File: src/rtl/slc_regs.svh
// Register offsets, field positions, reset values and timing for the link switch decoder.
// Assumes byte addressing on APB with 32-bit aligned words.
`ifndef SLC_REGS_SVH
`define SLC_REGS_SVH

// Register byte offsets
`define SLC_ADDR_FMT        8'h00
`define SLC_ADDR_NODE       8'h04
`define SLC_ADDR_LENS       8'h08
`define SLC_ADDR_CTRL       8'h0c
`define SLC_ADDR_TEST       8'h10

// Format switch bank positions (position n sits at bit n-1)
`define SLC_FMT_STOP_BIT    0
`define SLC_FMT_DATA_BIT    1
`define SLC_FMT_PAR_LSB     2
`define SLC_FMT_PAR_MSB     4
`define SLC_FMT_BAUD_LSB    5
`define SLC_FMT_BAUD_MSB    7

// Parity codes
`define SLC_PAR_EVEN        3'h5
`define SLC_PAR_ODD         3'h6
`define SLC_PAR_NONE        3'h7

// Baud code of the fixed default format, and all-on format reset value
`define SLC_BAUD_9600       3'h5
`define SLC_FMT_RESET       8'hff

// Node number as delivered, and the lowest valid one
`define SLC_NODE_RESET      8'h5a
`define SLC_NODE_MIN        8'h01

// CTRL fields
`define SLC_CTRL_START_BIT  0
`define SLC_CTRL_FORCE_BIT  1

// Self-test motion size in degrees, two's complement
`define SLC_TEST_DEG_POS    8'h0a
`define SLC_TEST_DEG_NEG    8'hf6
`define SLC_TEST_DEG_ZERO   8'h00

// Timing
`define SLC_CLK_PERIOD_NS   100
`define SLC_STEP_TIME_US    100000
`define SLC_STEP_CYCLES     ((`SLC_STEP_TIME_US * 1000) / `SLC_CLK_PERIOD_NS)

`endif

File: src/rtl/slc_pkg.sv
// Types shared by the link switch decoder.
// Assumes nothing beyond a SystemVerilog compiler.
`default_nettype none

package slc_pkg;

    // Self-test motion sequence, Gray coded from SLC_ST_IDLE through SLC_ST_CENTER; the return to SLC_ST_IDLE flips all three bits
    typedef enum logic [2:0] {
        SLC_ST_IDLE     = 3'h0,
        SLC_ST_PAN_POS  = 3'h1,
        SLC_ST_PAN_NEG  = 3'h3,
        SLC_ST_TILT_POS = 3'h2,
        SLC_ST_TILT_NEG = 3'h6,
        SLC_ST_CENTER   = 3'h7
    } slc_state_e;

    typedef logic [7:0] slc_deg_t;

endpackage : slc_pkg

`default_nettype wire

File: src/rtl/slc_switch_config.sv
// Switch and jumper decoder for the serial and network control links, with APB status.
// Assumes all switch pins are asynchronous levels, on = 1, and a zero-wait APB master.
// Notes on behaviour
// Format position 1 picks stop bits, position 2 picks 7 or 8 data bits.
// Positions 3..5 code parity: 101 even, 110 odd, 111 none, others unused.
// Positions 6..8 code baud, 000 is 300 up to 111 for 38400.
// A fixed default format exists: 9600 baud, no parity, 8 data, 1 stop.
// Node number is the binary weighted sum of the eight station positions.
// Only node numbers 1 to 255 are accepted.
// Station bank ships set to node 90.
// A new node number is captured only on network reconnection; the code also captures it once after reset release.
// Controller software must use the same node number as the station bank.
// Setup button runs a preset series of 10 degree pan and tilt motions.
// Self-test moves each axis both ways, then centres both axes.
// Three jumpers select network or serial link; network is the default.
// Zoom, focus, iris each pick servo or motor; one switch picks 6 or 12 V.
// Pins pass two flops; format is latched once after reset release.
// Unused parity code forces default format; node zero means no network presence.
`default_nettype none
`include "slc_regs.svh"

module slc_switch_config #(
    parameter int unsigned STEP_CYCLES = `SLC_STEP_CYCLES
) (
    input  wire logic        ref_clk_i,
    input  wire logic        reset_i,
    // APB slave
    input  wire logic        psel_i,
    input  wire logic        penable_i,
    input  wire logic        pwrite_i,
    input  wire logic [7:0]  paddr_i,
    input  wire logic [31:0] pwdata_i,
    output logic      [31:0] prdata_o,
    output logic             pready_o,
    output logic             pslverr_o,
    // Pins
    input  wire logic [7:0]  serial_format_switch_i,
    input  wire logic [7:0]  station_number_switch_i,
    input  wire logic        link_select_jumper_a_i,
    input  wire logic        link_select_jumper_b_i,
    input  wire logic        link_select_jumper_c_i,
    input  wire logic        zoom_motor_sw_i,
    input  wire logic        focus_motor_sw_i,
    input  wire logic        iris_motor_sw_i,
    input  wire logic        volt_12_sw_i,
    input  wire logic        setup_button_i,
    input  wire logic        net_connected_i,
    // Serial port settings
    output logic             stop_two_o,
    output logic             data_eight_o,
    output logic             parity_en_o,
    output logic             parity_odd_o,
    output logic      [2:0]  baud_code_o,
    output logic             fmt_default_o,
    // Network and link
    output logic      [7:0]  node_number_o,
    output logic             node_valid_o,
    output logic             link_serial_o,
    // Lens drive
    output logic             zoom_motor_o,
    output logic             focus_motor_o,
    output logic             iris_motor_o,
    output logic             volt_12_o,
    // Self-test motion targets
    output logic             test_busy_o,
    output logic      [7:0]  test_pan_deg_o,
    output logic      [7:0]  test_tilt_deg_o
);

    logic [7:0] fmt_sync;
    logic [7:0] stn_sync;
    logic [2:0] jmp_sync;
    logic [3:0] lens_sync;
    logic       btn_sync;
    logic       conn_sync;

    slc_sync #(.W(8)) u_sync_fmt (
        .ref_clk_i (ref_clk_i),
        .reset_i   (reset_i),
        .async_i   (serial_format_switch_i),
        .sync_o    (fmt_sync)
    );

    slc_sync #(.W(8)) u_sync_stn (
        .ref_clk_i (ref_clk_i),
        .reset_i   (reset_i),
        .async_i   (station_number_switch_i),
        .sync_o    (stn_sync)
    );

    slc_sync #(.W(9)) u_sync_misc (
        .ref_clk_i (ref_clk_i),
        .reset_i   (reset_i),
        .async_i   ({link_select_jumper_c_i, link_select_jumper_b_i, link_select_jumper_a_i,
                     volt_12_sw_i, iris_motor_sw_i, focus_motor_sw_i, zoom_motor_sw_i,
                     setup_button_i, net_connected_i}),
        .sync_o    ({jmp_sync, lens_sync, btn_sync, conn_sync})
    );

    // Wait two edges after release so the synchronisers hold real pin levels
    logic [1:0] load_cnt_r;
    logic       load_now;
    assign load_now = (load_cnt_r == 2'h2);

    always_ff @(posedge ref_clk_i) begin
        if (reset_i)
            load_cnt_r <= 2'h0;
        else if (load_cnt_r != 2'h3)
            load_cnt_r <= load_cnt_r + 2'h1;
    end

    // Edge detectors look at the second sync stage only
    logic btn_prev_r;
    logic conn_prev_r;
    logic btn_rise;
    logic conn_rise;
    assign btn_rise  = btn_sync & ~btn_prev_r;
    assign conn_rise = conn_sync & ~conn_prev_r;

    always_ff @(posedge ref_clk_i) begin
        if (reset_i) begin
            btn_prev_r  <= 1'b1;
            conn_prev_r <= 1'b1;
        end else begin
            btn_prev_r  <= btn_sync;
            conn_prev_r <= conn_sync;
        end
    end

    // Format is frozen after power-up so a transfer never sees it move
    logic [7:0] fmt_r;
    logic       force_def_r;

    always_ff @(posedge ref_clk_i) begin
        if (reset_i)
            fmt_r <= `SLC_FMT_RESET;
        else if (load_now)
            fmt_r <= fmt_sync;
    end

    logic [2:0] par_code;
    logic       par_valid;
    logic       use_def;
    assign par_code  = fmt_r[`SLC_FMT_PAR_MSB:`SLC_FMT_PAR_LSB];
    assign par_valid = (par_code == `SLC_PAR_EVEN) || (par_code == `SLC_PAR_ODD)
                    || (par_code == `SLC_PAR_NONE);
    assign use_def   = ~par_valid | force_def_r;

    // Fixed format wins when selected or when the switches are unusable
    assign stop_two_o    = use_def ? 1'b0 : ~fmt_r[`SLC_FMT_STOP_BIT];
    assign data_eight_o  = use_def ? 1'b1 : fmt_r[`SLC_FMT_DATA_BIT];
    assign parity_en_o   = ~use_def & (par_code != `SLC_PAR_NONE);
    assign parity_odd_o  = ~use_def & (par_code == `SLC_PAR_ODD);
    assign baud_code_o   = use_def ? `SLC_BAUD_9600
                                   : fmt_r[`SLC_FMT_BAUD_MSB:`SLC_FMT_BAUD_LSB];
    assign fmt_default_o = use_def;

    // Node number: weighted positions are just the bank read as binary
    logic [7:0] node_r;
    logic       node_cap;
    assign node_cap = load_now | conn_rise;

    always_ff @(posedge ref_clk_i) begin
        if (reset_i)
            node_r <= `SLC_NODE_RESET;
        else if (node_cap)
            node_r <= stn_sync;
    end

    assign node_number_o = node_r;
    assign node_valid_o  = (node_r >= `SLC_NODE_MIN);

    // Link and lens selection
    logic [2:0] jmp_r;
    logic [3:0] lens_r;

    always_ff @(posedge ref_clk_i) begin
        if (reset_i) begin
            jmp_r  <= 3'h0;
            lens_r <= 4'h0;
        end else begin
            if (load_now)
                jmp_r <= jmp_sync;
            lens_r <= lens_sync;
        end
    end

    // Serial only with all three jumpers moved; anything partial stays on the network
    assign link_serial_o = &jmp_r;
    assign zoom_motor_o  = lens_r[0];
    assign focus_motor_o = lens_r[1];
    assign iris_motor_o  = lens_r[2];
    assign volt_12_o     = lens_r[3];

    // APB decode
    logic apb_setup;
    logic apb_write;
    logic sel_fmt;
    logic sel_node;
    logic sel_lens;
    logic sel_ctrl;
    logic sel_test;
    logic sel_hit;
    assign apb_setup = psel_i & ~penable_i;
    assign apb_write = psel_i & penable_i & pwrite_i;
    assign sel_fmt   = (paddr_i == `SLC_ADDR_FMT);
    assign sel_node  = (paddr_i == `SLC_ADDR_NODE);
    assign sel_lens  = (paddr_i == `SLC_ADDR_LENS);
    assign sel_ctrl  = (paddr_i == `SLC_ADDR_CTRL);
    assign sel_test  = (paddr_i == `SLC_ADDR_TEST);
    assign sel_hit   = sel_fmt | sel_node | sel_lens | sel_ctrl | sel_test;
    assign pready_o  = 1'b1;
    assign pslverr_o = psel_i & penable_i & ~sel_hit;

    logic sw_start;
    assign sw_start = apb_write & sel_ctrl & pwdata_i[`SLC_CTRL_START_BIT];

    always_ff @(posedge ref_clk_i) begin
        if (reset_i)
            force_def_r <= 1'b0;
        else if (apb_write & sel_ctrl)
            force_def_r <= pwdata_i[`SLC_CTRL_FORCE_BIT];
    end

    // Self-test sequencer
    slc_pkg::slc_state_e st_r;
    slc_pkg::slc_state_e st_nxt;
    logic [31:0]         step_cnt_r;
    logic                step_done;
    logic                start_req;
    assign step_done = (step_cnt_r == STEP_CYCLES - 32'h1);
    assign start_req = btn_rise | sw_start;

    always_comb begin
        st_nxt = st_r;
        case (st_r)
            slc_pkg::SLC_ST_IDLE: begin
                if (start_req)
                    st_nxt = slc_pkg::SLC_ST_PAN_POS;
            end
            slc_pkg::SLC_ST_PAN_POS: begin
                if (step_done)
                    st_nxt = slc_pkg::SLC_ST_PAN_NEG;
            end
            slc_pkg::SLC_ST_PAN_NEG: begin
                if (step_done)
                    st_nxt = slc_pkg::SLC_ST_TILT_POS;
            end
            slc_pkg::SLC_ST_TILT_POS: begin
                if (step_done)
                    st_nxt = slc_pkg::SLC_ST_TILT_NEG;
            end
            slc_pkg::SLC_ST_TILT_NEG: begin
                if (step_done)
                    st_nxt = slc_pkg::SLC_ST_CENTER;
            end
            slc_pkg::SLC_ST_CENTER: begin
                if (step_done)
                    st_nxt = slc_pkg::SLC_ST_IDLE;
            end
            default: st_nxt = slc_pkg::SLC_ST_IDLE;
        endcase
    end

    always_ff @(posedge ref_clk_i) begin
        if (reset_i) begin
            st_r       <= slc_pkg::SLC_ST_IDLE;
            step_cnt_r <= 32'h0;
        end else begin
            st_r <= st_nxt;
            if (st_r == slc_pkg::SLC_ST_IDLE || step_done)
                step_cnt_r <= 32'h0;
            else
                step_cnt_r <= step_cnt_r + 32'h1;
        end
    end

    slc_pkg::slc_deg_t pan_nxt;
    slc_pkg::slc_deg_t tilt_nxt;
    assign pan_nxt  = (st_nxt == slc_pkg::SLC_ST_PAN_POS)  ? `SLC_TEST_DEG_POS :
                      (st_nxt == slc_pkg::SLC_ST_PAN_NEG)  ? `SLC_TEST_DEG_NEG :
                                                             `SLC_TEST_DEG_ZERO;
    assign tilt_nxt = (st_nxt == slc_pkg::SLC_ST_TILT_POS) ? `SLC_TEST_DEG_POS :
                      (st_nxt == slc_pkg::SLC_ST_TILT_NEG) ? `SLC_TEST_DEG_NEG :
                                                             `SLC_TEST_DEG_ZERO;

    always_ff @(posedge ref_clk_i) begin
        if (reset_i) begin
            test_pan_deg_o  <= `SLC_TEST_DEG_ZERO;
            test_tilt_deg_o <= `SLC_TEST_DEG_ZERO;
            test_busy_o     <= 1'b0;
        end else begin
            test_pan_deg_o  <= pan_nxt;
            test_tilt_deg_o <= tilt_nxt;
            test_busy_o     <= (st_nxt != slc_pkg::SLC_ST_IDLE);
        end
    end

    // Read data latched in setup so the access phase returns a stable word
    logic [31:0] rd_mux;
    assign rd_mux = sel_fmt  ? {22'h0, use_def, par_valid, fmt_r} :
                    sel_node ? {22'h0, link_serial_o, node_valid_o, node_r} :
                    sel_lens ? {28'h0, lens_r} :
                    sel_ctrl ? {30'h0, force_def_r, 1'b0} :
                    sel_test ? {28'h0, test_busy_o, st_r} :
                               32'h0;

    always_ff @(posedge ref_clk_i) begin
        if (reset_i)
            prdata_o <= 32'h0;
        else if (apb_setup)
            prdata_o <= rd_mux;
    end
endmodule : slc_switch_config

`default_nettype wire

File: src/rtl/slc_sync.sv
// Two-stage synchroniser for a bundle of pin levels.
// Assumes each bit is a slow level; no bus coherency across bits.
`default_nettype none

module slc_sync #(
    parameter int W = 1
) (
    input  wire logic         ref_clk_i,
    input  wire logic         reset_i,
    input  wire logic [W-1:0] async_i,
    output logic      [W-1:0] sync_o
);

    logic [W-1:0] meta_r;
    logic [W-1:0] sync_r;

    // First stage feeds only the second
    always_ff @(posedge ref_clk_i) begin
        if (reset_i) begin
            meta_r <= '0;
            sync_r <= '0;
        end else begin
            meta_r <= async_i;
            sync_r <= meta_r;
        end
    end

    assign sync_o = sync_r;

endmodule : slc_sync

`default_nettype wire

File: config.mk
export PLATFORM = sky130hd
export DESIGN_NAME = slc_switch_config
export DESIGN_NICKNAME = d
export VERILOG_FILES = /design/src/rtl/slc_pkg.sv /design/src/rtl/slc_switch_config.sv /design/src/rtl/slc_sync.sv
export VERILOG_INCLUDE_DIRS = /design/src /design/src/rtl
export SDC_FILE = /design/constraint.sdc
export NUM_CORES = 1
export LEC_CHECK = 0
export CORE_AREA = 10 10 125 99
export CTS_BUF_LIST = sky130_fd_sc_hd__clkbuf_2 sky130_fd_sc_hd__clkbuf_4 sky130_fd_sc_hd__clkbuf_8
export CTS_CLUSTER_SIZE = 40
export DETAILED_ROUTE_END_ITERATION = 12
export DIE_AREA = 0 0 135 109
export DONT_BUFFER_PORTS = 1
export GPL_TIMING_DRIVEN = 0
export PLACE_DENSITY = 0.76
export SYNTH_ARGS = -nofsm -noshare
export SYNTH_HDL_FRONTEND = slang
export SYNTH_SLANG_ARGS = --single-unit
File: constraint.sdc
create_clock -name ref_clk_i -period 2.7 [get_ports ref_clk_i]
set_clock_uncertainty 0.05 [all_clocks]
set_input_delay 0.54 -clock ref_clk_i [delete_from_list [all_inputs] [get_ports ref_clk_i]]
set_output_delay 0.54 -clock ref_clk_i [all_outputs]
set_load 0.02 [all_outputs]
# Yosys cells after proc, flatten, opt, wreduce, memory -nomap -nowiden
# Index checks and enable logic that the tools add are counted.
# op_classes
addsub,2
n_lt_le_gt_ge,1
n_eq_ne,20
muxes,19
n_bitwise,24
n_reduce_logical,10
# op_table
cell,n
"adder 32 x 1 -> 32 bit, second input constant",1
"equality test 32 x 20 -> 1 bit, second input constant",1
2-to-1 mux 3 bit,7
2-to-1 mux 10 bit,2
2-to-1 mux 4 bit,5
"equality test 3 bit, second input constant",6
one-hot mux 3 bit (6 select lines),1
"equality test 8 x 4 -> 1 bit, second input constant",2
2-to-1 mux 8 bit,2
"equality test 3 x 2 -> 1 bit, second input constant",4
AND 1 bit,10
"equality test 8 x 3 -> 1 bit, second input constant",1
"equality test 8 x 5 -> 1 bit, second input constant",1
"greater-or-equal comparator 8 x 1 -> 1 bit, second input constant",1
zero test 8 bit,1
inverter 1 bit,7
bitwise OR 1 bit,7
"equality test 3 x 1 -> 1 bit, second input constant",2
OR reduction 2 bit,3
zero test 3 bit,1
logical OR 1 bit,3
"!= test 3 bit, second input constant",1
AND reduction 3 bit,1
nonzero test 3 bit,1
other kinds (4),5
# totals
regBits,162
wordCells,98

# Logic depth before layout (Yosys ltp)
# depth
word_depth,10
ltp_mapped,8
ltp_nobuf,6

# Cells and area by module
# A second synthesis with hierarchy kept.
# hier_totals
hier_cells,553
area_unflattened_um2,5392.7
# by_module_without_submodules
mod,instances,cells_per_inst,area_each_um2
slc_switch_config,1,450,3975.1
slc_sync (u_sync_fmt ...),2,33,464.2
slc_sync (u_sync_misc),1,37,489.2

# Least setup slack after synthesis
# OpenSTA, ideal clock, no wires.
# synth_timing
path_kind,in2out
startpoint,input port paddr_i[1]
endpoint,output port pslverr_o
t_arrival_ns,1.865
required_ns,2.110
slack_ns,0.245
path_stages,4
path_cell_list,or4_1 buf_2 nor4b_1 nor3_1
# synth_via
elab_chain_cells,7
elab_cells_between_ends,11
# synth_rtl
item,line,text
start: declaration,slc_switch_config.sv:31,"input wire logic [7:0] paddr_i,"
equality test 8 x 3 -> 1 bit (no source line) or zero test 8 bit (tied branches),--,
bitwise OR 1 bit (3 in a row),slc_switch_config.sv:211,assign sel_hit = sel_fmt | sel_node | sel_lens | sel_ctrl | sel_test;
bitwise OR 1 bit *,slc_switch_config.sv:211,
inverter 1 bit *,slc_switch_config.sv:213,assign pslverr_o = psel_i & penable_i & ~sel_hit;
AND 1 bit *,slc_switch_config.sv:213,
end: declaration,slc_switch_config.sv:35,"output logic pslverr_o,"
# Mark *: on every way between the ends. The rest lies on a longest branch, timed or not.

# Worst setup path after layout
# layout_timing
startpoint,register fmt_r[2]
endpoint,output port stop_two_o
# layout_via
elab_chain_cells,6
elab_cells_between_ends,8
# layout_rtl
item,line,text
start: declaration,slc_switch_config.sv:131,logic [7:0] fmt_r;
start signal: assignment,slc_switch_config.sv:136,fmt_r <= `SLC_FMT_RESET;
start signal: assignment,slc_switch_config.sv:138,fmt_r <= fmt_sync;
equality test 3 bit (no source line),--,
logical OR 1 bit,slc_switch_config.sv:145,assign par_valid = (par_code == `SLC_PAR_EVEN) || (par_code == `SLC_PAR_ODD)
logical OR 1 bit *,slc_switch_config.sv:145,
inverter 1 bit *,slc_switch_config.sv:147,assign use_def = ~par_valid | force_def_r;
bitwise OR 1 bit *,slc_switch_config.sv:147,
named net fmt_default_o,slc_switch_config.sv:54,"output logic fmt_default_o,"
2-to-1 mux 1 bit *,slc_switch_config.sv:150,assign stop_two_o = use_def ? 1'b0 : ~fmt_r[`SLC_FMT_STOP_BIT];
end: declaration,slc_switch_config.sv:49,"output logic stop_two_o,"
# Mark *: on every way through the listed nets, which the timed path passes. The rest lies on a longest branch.

==> metrics <==
P_int 2.93 mW; Initial Util 0.517; maximum fanout along the worst path 6; area of the multi-input gates 0.00227 sq mm; cells along the critical path o21ai_0 -> or2_2 -> clkbuf_2 -> nor2_2; first-pass GRT wire length 18500 um; root buffer cell clkbuf_8; r2r startpoint step_cnt_r[0]$_SDFF_PP0_; die area 0.0147 sq mm; CTS clk-pin slew, worst paths 90 ps; fin crit share 0.976; Top Ports 143; fraction of layout cells with a size suffix above 1 0.148; synthesized area per cell 9.40 sq um; Post-synth EDFFs 0; fin worst setup slack 65.3 ps; outcome completed; RSZ-0062 raised after global routing yes; Inserted Clock Buffers 17; Total GRT Usage 0.159; share of the synthesized area in the top cell type 0.505; CP max-delay cell dfxtp_1; Logic pwr share 0.095; post-synth top area cell dfxtp_1; Fin Hold WS 175 ps; routed wire length 11900 um; largest family of logic cells by synthesized area simple AND/OR/NAND/NOR gates; crit path capture type output port; clk_lat worst skew 440 ps; critical path's largest stage delay 490 ps; mux share of post-synthesis cell area 0.0262; switch share 0.288; final setup vio count 0; drt wl/cell 16.1 um; Post-Synth Simple-Gate Area 0.259; via count 3780; ys async rst share 0; worst flop-to-flop path endpoint step_cnt_r[30]$_SDFF_PP0_; setup slack at placement 46.3 ps; TNS Setup 0 ps; Syn Inst Count 548; CTS hold repair buffers 0; flop and latch count out of synthesis 130; Power per Cell Area 705 mW/mm^2; port buffer count 0; max_cap viols 0; Critical Path AT 2040 ps; 1st-iter DRT viols 345; H-Tree Depth 4; worst slew margin relative to its limit 0.400; Critical Path Source fmt_r[2]$_SDFFE_PP1P_; synth warn 0; Reg power frac 0.509; DRC 0; initial antenna violation count 0; GP Congestion 0.854; hpwl dp 9020 um; core area 0.00997 sq mm; ANT cells 0; LEAKAGE 2.22 nW; kind of cell adding the most delay to the critical path simple AND/OR/NAND/NOR gates; CP startpoint kind flop; r2r setup slk 330 ps; Switch Pwr 1.19 mW; Final #Nets 663; Tot Pwr 4.12 mW; Vert. Die Dim 109 um; fillers 859; Slew @ Worst Pin 892 ps; Mapped Area 0.00515 sq mm; largest net degree at the start of global routing 17; Synth Area in XOR/XNOR 0.0544; area growth from synthesis to layout 13.4%; Die Span X 135 um; Via density 5.12; number of iterations in the first detailed-routing pass 5; final hold vios 0; adder-cell share of the synthesized area 0.00729; Area contributors post-synth dfxtp_1, nor2b_1, nor2_1, buf_4, xnor2_1; commonest non-fill, non-tap cell in the layout dfxtp_1; R2R depth 7; Hold Path Class input pin to flop; CTS tree built; most frequent cells in the layout dfxtp_1, nor2b_1, nor2_1; sequential area share after synthesis 0.505; Worst setup endpoint stop_two_o; WP buf/inv 1; Clock Power Share 0.396; Sequential Area 0.00260 sq mm; Primary FF master, synth dfxtp_1; Required @ worst endpoint 2110 ps; GR Overflow Total 0; vias in the first global route 3509; complex-gate fraction of the synthesized area 0.0692; Slew Viols, Final 0; Sink Count 130; clock buffer depth 2; maximum vdd drop 0.595 mV; ANT nets after route 0; upper clock frequency limit 380 MHz; minimum clock period 2630 ps; synth unique cells 51; Setup Crit Path Kind flop to output port; row cnt 32; critical path depth 4
==> worst min-delay path by stage <==
| stage | cells after the start | slack, ps | from | to |
|---|---|---|---|---|
| 2_1_floorplan | 1 | 360 | u_sync_misc.sync_o[2]$_SDFF_PP0_ | lens_r[0]$_SDFF_PP0_ |
| 3_3_place_gp | 1 | 370 | u_sync_fmt.sync_o[3]$_SDFF_PP0_ | fmt_r[3]$_SDFFE_PP1P_ |
| 3_5_place_dp | 1 | 370 | u_sync_misc.meta_r[3]$_SDFF_PP0_ | u_sync_misc.sync_o[3]$_SDFF_PP0_ |
| 4_1_cts | 1 | 150 | zoom_motor_sw_i | u_sync_misc.meta_r[2]$_SDFF_PP0_ |
| 5_1_grt | 1 | 140 | serial_format_switch_i[3] | u_sync_fmt.meta_r[3]$_SDFF_PP0_ |
| 6_report | 1 | 180 | serial_format_switch_i[3] | u_sync_fmt.meta_r[3]$_SDFF_PP0_ |
==> metal layers <==
| layer | track usage | up-vias | wire [um] |
|---|---|---|---|
| met1 | 0.206 | 1725 | 5360 |
| met2 | 0.221 | 169 | 4900 |
| li1 | - | 1870 | - |
| met3 | 0.0882 | 16 | 1510 |
| met4 | 0.0483 | 0 | 148 |
| met5 | 0 | - | 0 |
==> flip-flops by register name, indices dropped and copies added, names as in the netlist <==
name,flops
step_cnt_r,32
prdata_o,10
u_sync_misc.meta_r,9
u_sync_misc.sync_o,9
fmt_r,8
node_number_o,8
u_sync_fmt.meta_r,8
u_sync_fmt.sync_o,8
u_sync_stn.meta_r,8
u_sync_stn.sync_o,8
lens_r,4
jmp_r,3
st_r,3
test_pan_deg_o,3
test_tilt_deg_o,3
load_cnt_r,2
btn_prev_r,1
conn_prev_r,1
force_def_r,1
test_busy_o,1
==> layout make-up <==
| class | count | share of cell area |
|---|---|---|
| Multi-Input combinational cell | 368 | 0.388 |
| Buffer | 62 | 0.0621 |
| Clock buffer | 17 | 0.0400 |
| Clock inverter | 15 | 0.0283 |
| Tap cell | 136 | 0.0291 |
| Inverter | 11 | 0.00706 |
| Sequential cell | 130 | 0.445 |
==> repair_timing <==
action,in CTS,in global routing
gates resized for setup,0,15
setup endpoints to repair,0,35
setup buffers,0,0
==> synthesized netlist by cell type (2+ instances only) <==
library cell and number:
nor4_1 12, and2_1 2, clkbuf_1 26, mux2i_1 9, nand2_1 22, nor2_1 68, and3_1 5, xnor2_1 19
or3_1 4, and4_1 2, or2_2 3, conb_1 2, buf_1 2, nand3_1 21, xor2_1 13, o21ai_0 2
mux2_2 4, nand2b_1 6, inv_1 11, or4_1 3, buf_4 33, dfxtp_1 130, a221o_1 3, ha_1 3
nor3_1 13, nor3b_1 2, nand4_1 9, a211o_1 11, nor2b_1 67, nor4b_1 4, a211oi_1 3, a21oi_1 15
==> power groups by stage <==
stage | registers [mW] | logic (mW) | clock network (mW)
after floorplan | 2.11 | 0.318 | 0
after global placement | 2.13 | 0.363 | 0
after detailed placement | 2.14 | 0.375 | 0
after CTS | 2.09 | 0.378 | 1.66
after global routing | 2.11 | 0.431 | 1.76
final | 2.10 | 0.393 | 1.63
==> worst register-to-register path: cells and delay by family (launching register included) <==
family                     cells  cell delay [ps]
xor gates and xnor gates       1              170
adders and majority gates      1              280
buffers and inverters          1              280
DFF                            1              400
and+or+nand+nor                4             1100
==> logic make-up after synthesis <==
| family | after synthesis |
|---|---|
| compound gates | 46 |
| simple gates | 249 |
| mux | 13 |
| other cells | 2 |
| fa+ha+maj | 3 |
| flops | 130 |
| xor+xnor | 32 |
| buf+inv | 73 |
==> metrics by stage <==
stage | std cells | cell area, sq um | utilization
finish | 739 | 5840 | 0.586
global route | 739 | 5840 | 0.586
CTS | 739 | 5810 | 0.583
detailed placement | 707 | 5410 | 0.543
global placement | 707 | 5410 | 0.543
floorplan | 571 | 5240 | -
Power figures use the tool's default switching activity.
